`src/common/smsc_pkg.sv`:
```
// Shared constants and types for the serial peripheral interface core
package smsc_pkg;
  localparam int SMSC_DW = 8;
  // Pin index of each synchronised serial input
  localparam int SMSC_PIN_MOSI = 0;
  localparam int SMSC_PIN_MISO = 1;
  localparam int SMSC_PIN_SCK  = 2;
  localparam int SMSC_PIN_SS   = 3;
  localparam int SMSC_PIN_N    = 4;
  // Sample counts that start one byte and the two that close it
  localparam logic [3:0] SMSC_CNT_ZERO  = 4'h0;
  localparam logic [3:0] SMSC_CNT_LAST  = 4'h7;
  localparam logic [3:0] SMSC_CNT_BYTE  = 4'h8;
  // Half period of the serial clock in core clocks, per divider select
  localparam logic [6:0] SMSC_HALF_TAB [4] = '{7'h02, 7'h08, 7'h20, 7'h40};
  localparam logic [6:0] SMSC_DIV_ZERO  = 7'h00;
  localparam logic [6:0] SMSC_DIV_ONE   = 7'h01;
  // Receive queue fill levels
  localparam logic [1:0] SMSC_RX_EMPTY  = 2'h0;
  localparam logic [1:0] SMSC_RX_ONE    = 2'h1;
  localparam logic [1:0] SMSC_RX_FULL   = 2'h2;
  // Reset values
  localparam logic [7:0] SMSC_BYTE_RST  = 8'h00;
  localparam logic       SMSC_MASTER_RST = 1'b0;
  typedef enum logic [1:0] {
    SMSC_ST_IDLE  = 2'b00,
    SMSC_ST_SHIFT = 2'b01
  } smsc_state_t;
endpackage

```
`src/hdl/smsc_core.sv`:
```
// Byte-wide serial peripheral interface core, master or slave
`timescale 1ns/1ns
// Summary of operation
// - Eight-bit shifter, one out one in
// - Master selects slave low, then clocks
// - Data master-to-slave on MOSI, back on MISO
// - Data write loads shifter or transmit buffer
// - Data read returns first or second buffer
// - Slave clock synchronised, edges trigger shifting
// - Enabled core forces its input pins: MOSI, SCK, SS as slave, MISO as master
// - Slave MISO driven only while selected
// - Master write starts clock, eight bits, flag
// - Master select pin ignored when disabled or output
// - Select low as input drops master bit
// - Forced drop to slave sets done flag
// - Unbuffered early write sets collision, corrupts master shifter
// - Unbuffered byte to first buffer, overwritable
// - Unbuffered completion sets done flag, interrupt
// - Buffer enable bit; wait option master-inert
// - Buffered: master's first write sent, next held; slave's first write held
// - Buffered receive into two-entry queue
// - Both empty sets transfer-complete flag
// - Slave select high resets shift state
module smsc_core (
  input  wire logic       MCLK_I,
  input  wire logic       SRST_I,
  input  wire logic       ENABLE_I,
  input  wire logic       MASTER_WR_I,
  input  wire logic       MASTER_WDATA_I,
  output logic            MASTER_O,
  input  wire logic [1:0] CLOCK_DIVIDER_SELECT_I,
  input  wire logic       DOUBLE_SPEED_I,
  input  wire logic [1:0] MODE_I,
  input  wire logic       BIT_ORDER_SELECT_I,
  input  wire logic       BUFFERED_ENABLE_I,
  input  wire logic       WAIT_FOR_RECEIVE_I,
  input  wire logic       SELECT_PIN_DISABLE_I,
  input  wire logic       TRANSFER_DONE_IRQ_EN_I,
  input  wire logic       TX_COMPLETE_IRQ_EN_I,
  input  wire logic       DATA_WR_I,
  input  wire logic [7:0] DATA_WDATA_I,
  input  wire logic       DATA_RD_I,
  output logic      [7:0] DATA_RDATA_O,
  input  wire logic       DONE_CLR_I,
  input  wire logic       COLLISION_CLR_I,
  input  wire logic       COMPLETE_CLR_I,
  output logic            TRANSFER_DONE_FLAG_O,
  output logic            WRITE_COLLISION_FLAG_O,
  output logic            TX_EMPTY_FLAG_O,
  output logic            TX_COMPLETE_FLAG_O,
  output logic            IRQ_O,
  input  wire logic       MOSI_DIR_I,
  input  wire logic       MISO_DIR_I,
  input  wire logic       SCK_DIR_I,
  input  wire logic       SS_DIR_I,
  input  wire logic       SELECT_LEVEL_I,
  input  wire logic       MOSI_I,
  output logic            MOSI_O,
  output logic            MOSI_OE_O,
  input  wire logic       MISO_I,
  output logic            MISO_O,
  output logic            MISO_OE_O,
  input  wire logic       SCK_I,
  output logic            SCK_O,
  output logic            SCK_OE_O,
  input  wire logic       SS_I,
  output logic            SS_O,
  output logic            SS_OE_O
);
  logic [smsc_pkg::SMSC_PIN_N-1:0] pin_s;
  smsc_pkg::smsc_state_t state_r, state_nxt;
  logic [7:0] sreg_r, sreg_nxt, txbuf_r, rx1_r, rx2_r;
  logic [3:0] cnt_r, cnt_nxt;
  logic [6:0] div_r, div_nxt;
  logic [1:0] rx_cnt_r;
  logic       out_r, out_nxt, sck_r, sck_nxt, sck_d_r, master_r, tx_empty_r;
  logic       done_r, write_collision_flag_r, txc_r;

  smsc_sync #(.WIDTH(smsc_pkg::SMSC_PIN_N)) u_sync (
    .clk_i (MCLK_I),
    .rst_i (SRST_I),
    .d_i   ({SS_I, SCK_I, MISO_I, MOSI_I}),
    .q_o   (pin_s)
  );

  wire mosi_s = pin_s[smsc_pkg::SMSC_PIN_MOSI];
  wire miso_s = pin_s[smsc_pkg::SMSC_PIN_MISO];
  wire sck_s  = pin_s[smsc_pkg::SMSC_PIN_SCK];
  wire ss_s   = pin_s[smsc_pkg::SMSC_PIN_SS];
  wire cpol   = MODE_I[1];
  wire cpha   = MODE_I[0];
  wire lsb    = BIT_ORDER_SELECT_I;
  wire buffered_enable  = BUFFERED_ENABLE_I;
  wire is_m   = ENABLE_I & master_r;
  wire is_s   = ENABLE_I & ~master_r;
  wire busy   = (state_r == smsc_pkg::SMSC_ST_SHIFT);
  wire xbusy  = busy | (is_s & (cnt_r != smsc_pkg::SMSC_CNT_ZERO));

  // Master clock generator, half period from divider and double speed
  wire [6:0] half = smsc_pkg::SMSC_HALF_TAB[CLOCK_DIVIDER_SELECT_I] >> DOUBLE_SPEED_I;
  wire tick    = busy & is_m & (div_r == half - smsc_pkg::SMSC_DIV_ONE);
  wire m_lead  = tick & (sck_r == cpol);
  wire m_trail = tick & (sck_r != cpol);
  // Slave edges come from the synchronised clock, never the pin itself
  wire s_act   = is_s & ~ss_s;
  wire s_lead  = s_act & (sck_s != cpol) & (sck_d_r == cpol);
  wire s_trail = s_act & (sck_s == cpol) & (sck_d_r != cpol);
  wire lead    = m_lead | s_lead;
  wire trail   = m_trail | s_trail;
  wire samp_ev = cpha ? trail : lead;
  wire shft_ev = cpha ? lead : trail;
  wire in_bit  = is_m ? miso_s : mosi_s;
  wire [7:0] sreg_in = lsb ? {in_bit, sreg_r[7:1]} : {sreg_r[6:0], in_bit};
  wire next_out = lsb ? sreg_r[0] : sreg_r[7];
  wire [3:0] m_end = cpha ? smsc_pkg::SMSC_CNT_LAST : smsc_pkg::SMSC_CNT_BYTE;
  wire m_done  = m_trail & (cnt_r == m_end);
  wire s_done  = s_act & samp_ev & (cnt_r == smsc_pkg::SMSC_CNT_LAST);
  wire x_done  = m_done | s_done;
  wire [7:0] rx_byte = samp_ev ? sreg_in : sreg_r;

  // Data register write paths
  wire wr_now  = DATA_WR_I & ~buffered_enable & ~xbusy;
  wire wr_col  = DATA_WR_I & ~buffered_enable & xbusy;
  wire wr_dir  = DATA_WR_I & buffered_enable & tx_empty_r & is_m & ~busy;
  wire wr_buf  = DATA_WR_I & buffered_enable & tx_empty_r & ~wr_dir;
  wire reload  = x_done & buffered_enable & ~tx_empty_r;
  // Wait-for-receive matters only to a slave preloading while deselected
  wire s_pre   = buffered_enable & WAIT_FOR_RECEIVE_I & is_s & ss_s & ~tx_empty_r;
  wire from_tx = reload | s_pre;
  wire load    = wr_now | (wr_col & is_m) | wr_dir | from_tx;
  wire start   = is_m & (wr_now | wr_dir | reload);
  wire [7:0] ld_data = from_tx ? txbuf_r : DATA_WDATA_I;
  wire ld_bit  = lsb ? ld_data[0] : ld_data[7];
  // Another master pulling select low takes the bus from us
  wire mm_sw   = is_m & ~SELECT_PIN_DISABLE_I & ~SS_DIR_I & ~ss_s;
  wire rx_pop  = DATA_RD_I & buffered_enable & (rx_cnt_r != smsc_pkg::SMSC_RX_EMPTY);
  wire rx_push = x_done & buffered_enable;

  always_comb begin
    sreg_nxt  = sreg_r;
    out_nxt   = out_r;
    cnt_nxt   = cnt_r;
    state_nxt = state_r;
    sck_nxt   = sck_r;
    div_nxt   = div_r;
    if (busy) begin
      div_nxt = tick ? smsc_pkg::SMSC_DIV_ZERO : div_r + smsc_pkg::SMSC_DIV_ONE;
      if (tick) begin
        sck_nxt = ~sck_r;
      end
    end else begin
      sck_nxt = cpol;
    end
    if (samp_ev) begin
      sreg_nxt = sreg_in;
      cnt_nxt  = cnt_r + 4'h1;
    end
    if (shft_ev) begin
      out_nxt = next_out;
    end
    if (x_done) begin
      cnt_nxt   = smsc_pkg::SMSC_CNT_ZERO;
      state_nxt = smsc_pkg::SMSC_ST_IDLE;
      sck_nxt   = cpol;
      div_nxt   = smsc_pkg::SMSC_DIV_ZERO;
    end
    if (is_s & ss_s) begin
      cnt_nxt = smsc_pkg::SMSC_CNT_ZERO;
      out_nxt = next_out;
    end
    if (load) begin
      sreg_nxt = ld_data;
      out_nxt  = ld_bit;
    end
    if (start) begin
      state_nxt = smsc_pkg::SMSC_ST_SHIFT;
      cnt_nxt   = smsc_pkg::SMSC_CNT_ZERO;
      sck_nxt   = cpol;
      div_nxt   = smsc_pkg::SMSC_DIV_ZERO;
    end
    // A core that stops being master abandons its byte
    if (~is_m | mm_sw) begin
      state_nxt = smsc_pkg::SMSC_ST_IDLE;
    end
  end

  always_ff @(posedge MCLK_I) begin
    if (SRST_I) begin
      state_r <= smsc_pkg::SMSC_ST_IDLE;
      sreg_r  <= smsc_pkg::SMSC_BYTE_RST;
      out_r   <= 1'b0;
      cnt_r   <= smsc_pkg::SMSC_CNT_ZERO;
      sck_r   <= 1'b0;
      div_r   <= smsc_pkg::SMSC_DIV_ZERO;
      sck_d_r <= 1'b0;
    end else begin
      state_r <= state_nxt;
      sreg_r  <= sreg_nxt;
      out_r   <= out_nxt;
      cnt_r   <= cnt_nxt;
      sck_r   <= sck_nxt;
      div_r   <= div_nxt;
      sck_d_r <= sck_s;
    end
  end

  // Master bit, flags and transmit buffer; a hardware set beats a clear
  always_ff @(posedge MCLK_I) begin
    if (SRST_I) begin
      master_r   <= smsc_pkg::SMSC_MASTER_RST;
      done_r     <= 1'b0;
      write_collision_flag_r    <= 1'b0;
      txc_r      <= 1'b0;
      tx_empty_r <= 1'b1;
      txbuf_r    <= smsc_pkg::SMSC_BYTE_RST;
    end else begin
      if (mm_sw) begin
        master_r <= 1'b0;
      end else if (MASTER_WR_I) begin
        master_r <= MASTER_WDATA_I;
      end
      done_r  <= (done_r & ~DONE_CLR_I) | x_done | mm_sw;
      write_collision_flag_r <= (write_collision_flag_r & ~COLLISION_CLR_I) | wr_col;
      txc_r   <= (txc_r & ~COMPLETE_CLR_I) | (x_done & buffered_enable & tx_empty_r);
      if (wr_buf) begin
        txbuf_r    <= DATA_WDATA_I;
        tx_empty_r <= 1'b0;
      end else if (from_tx) begin
        tx_empty_r <= 1'b1;
      end
    end
  end

  // Receive side: one buffer unbuffered, a two-entry queue buffered
  always_ff @(posedge MCLK_I) begin
    if (SRST_I) begin
      rx1_r    <= smsc_pkg::SMSC_BYTE_RST;
      rx2_r    <= smsc_pkg::SMSC_BYTE_RST;
      rx_cnt_r <= smsc_pkg::SMSC_RX_EMPTY;
    end else if (~buffered_enable) begin
      rx_cnt_r <= smsc_pkg::SMSC_RX_EMPTY;
      if (x_done) begin
        rx1_r <= rx_byte;
      end
    end else if (rx_push & rx_pop) begin
      if (rx_cnt_r == smsc_pkg::SMSC_RX_ONE) begin
        rx2_r <= rx_byte;
      end else begin
        rx2_r <= rx1_r;
        rx1_r <= rx_byte;
      end
    end else if (rx_push) begin
      // A third byte overwrites the newest entry: software read too late
      if (rx_cnt_r == smsc_pkg::SMSC_RX_EMPTY) begin
        rx2_r    <= rx_byte;
        rx_cnt_r <= smsc_pkg::SMSC_RX_ONE;
      end else begin
        rx1_r    <= rx_byte;
        rx_cnt_r <= smsc_pkg::SMSC_RX_FULL;
      end
    end else if (rx_pop) begin
      rx2_r    <= rx1_r;
      rx_cnt_r <= rx_cnt_r - smsc_pkg::SMSC_RX_ONE;
    end
  end

  // Pin directions: enabled core forces its input pins, else the port decides
  wire mosi_oe = is_s ? 1'b0 : MOSI_DIR_I;
  wire sck_oe  = is_s ? 1'b0 : SCK_DIR_I;
  wire ss_oe   = is_s ? 1'b0 : SS_DIR_I;
  wire miso_oe = is_m ? 1'b0 : (is_s ? (MISO_DIR_I & ~ss_s) : MISO_DIR_I);
  wire irq     = (done_r & TRANSFER_DONE_IRQ_EN_I) | (txc_r & TX_COMPLETE_IRQ_EN_I);

  always_ff @(posedge MCLK_I) begin
    if (SRST_I) begin
      MOSI_O <= 1'b0;
      MOSI_OE_O <= 1'b0;
      MISO_O <= 1'b0;
      MISO_OE_O <= 1'b0;
      SCK_O <= 1'b0;
      SCK_OE_O <= 1'b0;
      SS_O <= 1'b1;
      SS_OE_O <= 1'b0;
      DATA_RDATA_O <= smsc_pkg::SMSC_BYTE_RST;
      IRQ_O <= 1'b0;
    end else begin
      MOSI_O <= out_r;
      MOSI_OE_O <= mosi_oe;
      MISO_O <= out_r;
      MISO_OE_O <= miso_oe;
      SCK_O <= busy ? sck_r : cpol;
      SCK_OE_O <= sck_oe;
      SS_O <= SELECT_LEVEL_I;
      SS_OE_O <= ss_oe;
      DATA_RDATA_O <= buffered_enable ? rx2_r : rx1_r;
      IRQ_O <= irq;
    end
  end

  assign MASTER_O = master_r;
  assign TRANSFER_DONE_FLAG_O = done_r;
  assign WRITE_COLLISION_FLAG_O = write_collision_flag_r;
  assign TX_EMPTY_FLAG_O = tx_empty_r;
  assign TX_COMPLETE_FLAG_O = txc_r;
endmodule // smsc_core

```
`src/hdl/smsc_sync.sv`:
```
// Two-stage synchroniser bank for the serial pins
`timescale 1ns/1ns
module smsc_sync #(
  parameter int WIDTH = 4
) (
  input  wire logic             clk_i,
  input  wire logic             rst_i,
  input  wire logic [WIDTH-1:0] d_i,
  output logic      [WIDTH-1:0] q_o
);
  logic [WIDTH-1:0] meta_r;

  // The first stage feeds only the second; nothing else may look at it
  for (genvar g = 0; g < WIDTH; g++) begin : g_bit
    always_ff @(posedge clk_i) begin
      if (rst_i) begin
        meta_r[g] <= 1'b0;
        q_o[g]    <= 1'b0;
      end else begin
        meta_r[g] <= d_i[g];
        q_o[g]    <= meta_r[g];
      end
    end
  end
endmodule // smsc_sync

```
`config.mk`:
```
export PLATFORM = sky130hd
export DESIGN_NAME = smsc_core
export DESIGN_NICKNAME = d
export VERILOG_FILES = /design/src/common/smsc_pkg.sv /design/src/hdl/smsc_core.sv /design/src/hdl/smsc_sync.sv
export SDC_FILE = /design/constraint.sdc
export NUM_CORES = 1
export LEC_CHECK = 0
export BUFFER_PORTS_ARGS = -buffer_cell sky130_fd_sc_hd__buf_2
export CORE_AREA = 2 2 70 121
export DETAILED_ROUTE_END_ITERATION = 16
export DIE_AREA = 0 0 72 123
export HOLD_SLACK_MARGIN = 0.1
export PLACE_DENSITY = 0.73
export SYNTH_ARGS = -nofsm -noshare
export SYNTH_HDL_FRONTEND = slang
export SYNTH_SLANG_ARGS = --single-unit
```
`constraint.sdc`:
```
create_clock -name MCLK_I -period 2.8 [get_ports MCLK_I]
set_input_delay 0.56 -clock MCLK_I [delete_from_list [all_inputs] [get_ports MCLK_I]]
set_output_delay 0.56 -clock MCLK_I [all_outputs]
set_load 0.02 [all_outputs]
```
==> metrics <==
run status=completed; Die H=123 um; drt pass-1 iters=4; Row Count=43; first-pass GRT wire length=about 16000 um; clk slew on worst S/H paths=0.06 ns; Die Span X=72 um; Starting Density=approximately half; antenna cells=0; Pleak=between 0.002 and 0.0025 uW; Synth warnings=0; Fmax achieved=between 300 and 400 MHz; Nets=around 570; vias in the first global route=~3400; clock skew=about 0.0060 ns; kind of critical path=flip-flop to flip-flop; TritonCTS clock tree=yes; Worst Path Max Fanout=5; WL met3=around 300 um; peak supply drop=0.421 mV; GP Congestion=0.871; Rel. slew slack=about 62%; mean area per synthesized cell=around 9 um^2; Netlist cell types=70; Synth Flop Type=dfxtp_1; largest net degree at the start of global routing=25; crit path time final=about 2.7 ns; Die ar.=8860 um^2; Top Ports=60; post-synth top area share=40.0%; register area=about 1600 um^2; Worst Path Required=around 3 ns; Max Used Layer=met4; most frequent cells in the layout=dfxtp_1 (77), buf_2 (59), nor2_1 (51); final hold slack=about 0.41 ns; Port Buffer Count=59; wire length on met2=approximately 5200 um; setup slack, reg-to-reg=0.14 ns; WL final=~9500 um; layout cell share with drive strength beyond 1=between 20% and 30%; Core Box Area=7910 um^2; Yosys top cell by area=dfxtp_1; final cycle utilization of the critical path=94.9%; Worst-Margin Slew=around 0.57 ns; initial antenna violation count=0; DP Worst Slack=-0.142 ns; synthesized instance count=430; Seq/Total Area, Yosys=40.0%; CP arrival=2.87 ns; final-layout fill cell count=680; Num CTS Buffers=9; Overall Global Routing Usage=between 20 and 25%; Syn Nets=about 470; DRC errors left=0; Critical Path Sink Type=flip-flop; Vias=around 3400; EDFF count, synth=0; Root Driver=clkbuf_16; Final Hold Viols=0; multi-input logic area=between 2000 and 2500 um^2; synthesis-to-layout area growth=24.1%; via density per instance=between 5 and 6; mapped cell area=slightly below 4000 um^2; asr flop ratio synth=0%; top post-synthesis cells by area=dfxtp_1 (40%), mux2i_1 (6.4%), nor2_1 (4.9%); Hold Crit Class=primary input to flip-flop; # H-tree levels=3; GRT overflow=0; CTS Hold Bufs=0; remaining antenna violation count=0; Power Dens Cells=~560 nW/um^2; clock buffer depth=2; DP HPWL=approximately 7200 um; Final Max Slew Viols=0; routed len/inst=around 15 um; DR iter-0 viols=around 130; # setup viols final=0; Setup crit start kind=flip-flop; DRT met1 WL=3510 um; commonest non-fill, non-tap cell in the layout=dfxtp_1; unrepaired setup endpoints after global routing=false; Max-Cap Viols=0; Seq cells post-synth=78; CTS sink cnt=78; Final Util=between 60% and 70%; Clock Latency Late Sink=~0.33 ns; worst setup margin=0.143 ns
synthesized netlist by cell type, drive strengths merged (2+ instances only):
library cell,count
dfxtp,78
nor2,54
inv,28
mux2i,27
nand2,26
a21oi,25
o21ai,25
nor2b,17
nand3,13
clkbuf,11
buf,10
mux2,10
o221ai,9
nand2b,8
xor2,8
a221oi,7
o211ai,7
ha,6
and3,5
nand4,5
xnor2,5
nor4,4
or2,4
nor3,3
a2111oi,2
a21o,2
and2,2
and4,2
nor3b,2
o311ai,2
o31ai,2
or3,2
path summary, 6_finish.rpt:
| check | start | endpoint | cells past startpoint |
|---|---|---|---|
| worst min-delay path | SELECT_LEVEL_I | SS_O | 2 |
| worst min register to register | u_sync.meta_r[3] | u_sync.q_o[3] | 1 |
| worst max-delay path | cnt_r[0] | rx1_r[7] | 14 |
| worst max register to register | cnt_r[0] | rx1_r[7] | 14 |
cell families (layout without fill, tap and decap cells):
family / count (synthesis) / in the layout / share of synthesized area, %
AND/OR/NAND/NOR: 153 / 153 / 20.7
multiplexers: 37 / 37 / 10.5
AO/OA/AOI/OAI: 94 / 94 / 17.9
adder cells (fa/ha/maj): 6 / 6 / 1.92
flip-flops: 78 / 78 / 40.0
buffers and inverters: 49 / 145 / 5.83
XOR/XNOR: 13 / 13 / 3.11
layer usage:
layer / global-route usage [%] / vias up
met3: 4.16 / 33
li1: - / 1694
met4: 14.6 / 0
met2: 42.1 / 85
met5: 0 / -
met1: 22.9 / 1626
through the flow:
step	cell area (um^2)	power [uW]	TNS, ns	instances
after floorplan	3920	1400	0	430
after global placement	4520	1530	0	600
after detailed placement	4520	1540	-0.677	600
after CTS	4820	2740	0	615
after global routing	4840	2820	0	616
final	4840	2710	0	616
repair_timing:
item / CTS / global route
setup buffers: 0 / 1
setup endpoints to repair: 0 / 11
gates resized for setup: 0 / 7
where the power goes:
part	internal (uW)	leakage, uW	total [uW]	switching [uW]
sequential	1150	0.000635	1170	24.1
clock	774	0.000146	1200	425
combinational	160	0.00126	343	183
critical path, stage by stage, from the launching register on:
cell	delay, ns
dfxtp_1	0.33
or4b_1	0.53
a2bb2oi_1	0.15
o31ai_1	0.06
buf_4	0.15
and4_4	0.24
o21ai_4	0.06
inv_1	0.10
ha_2	0.23
nand2_1	0.09
o21ai_1	0.13
a21oi_2	0.10
buf_4	0.16
o21ai_0	0.16
a21oi_1	0.06
sequential cells by signal, indices dropped and copies added (netlist names), 7 cells and up:
name          count
DATA_RDATA_O      8
rx2_r             8
sreg_r            8
div_r             7
rx1_r             8
txbuf_r           8
cell type report:
class	count	share of cell area (%)
clock buffers	11	4.80
clock inverters	4	1.50
inverters	28	2.17
multi-input cells	303	44.2
flip-flops and latches	78	32.3
well taps	90	2.32
repair buffers	102	12.8
Note: power is estimated with default switching activity, not from simulation.
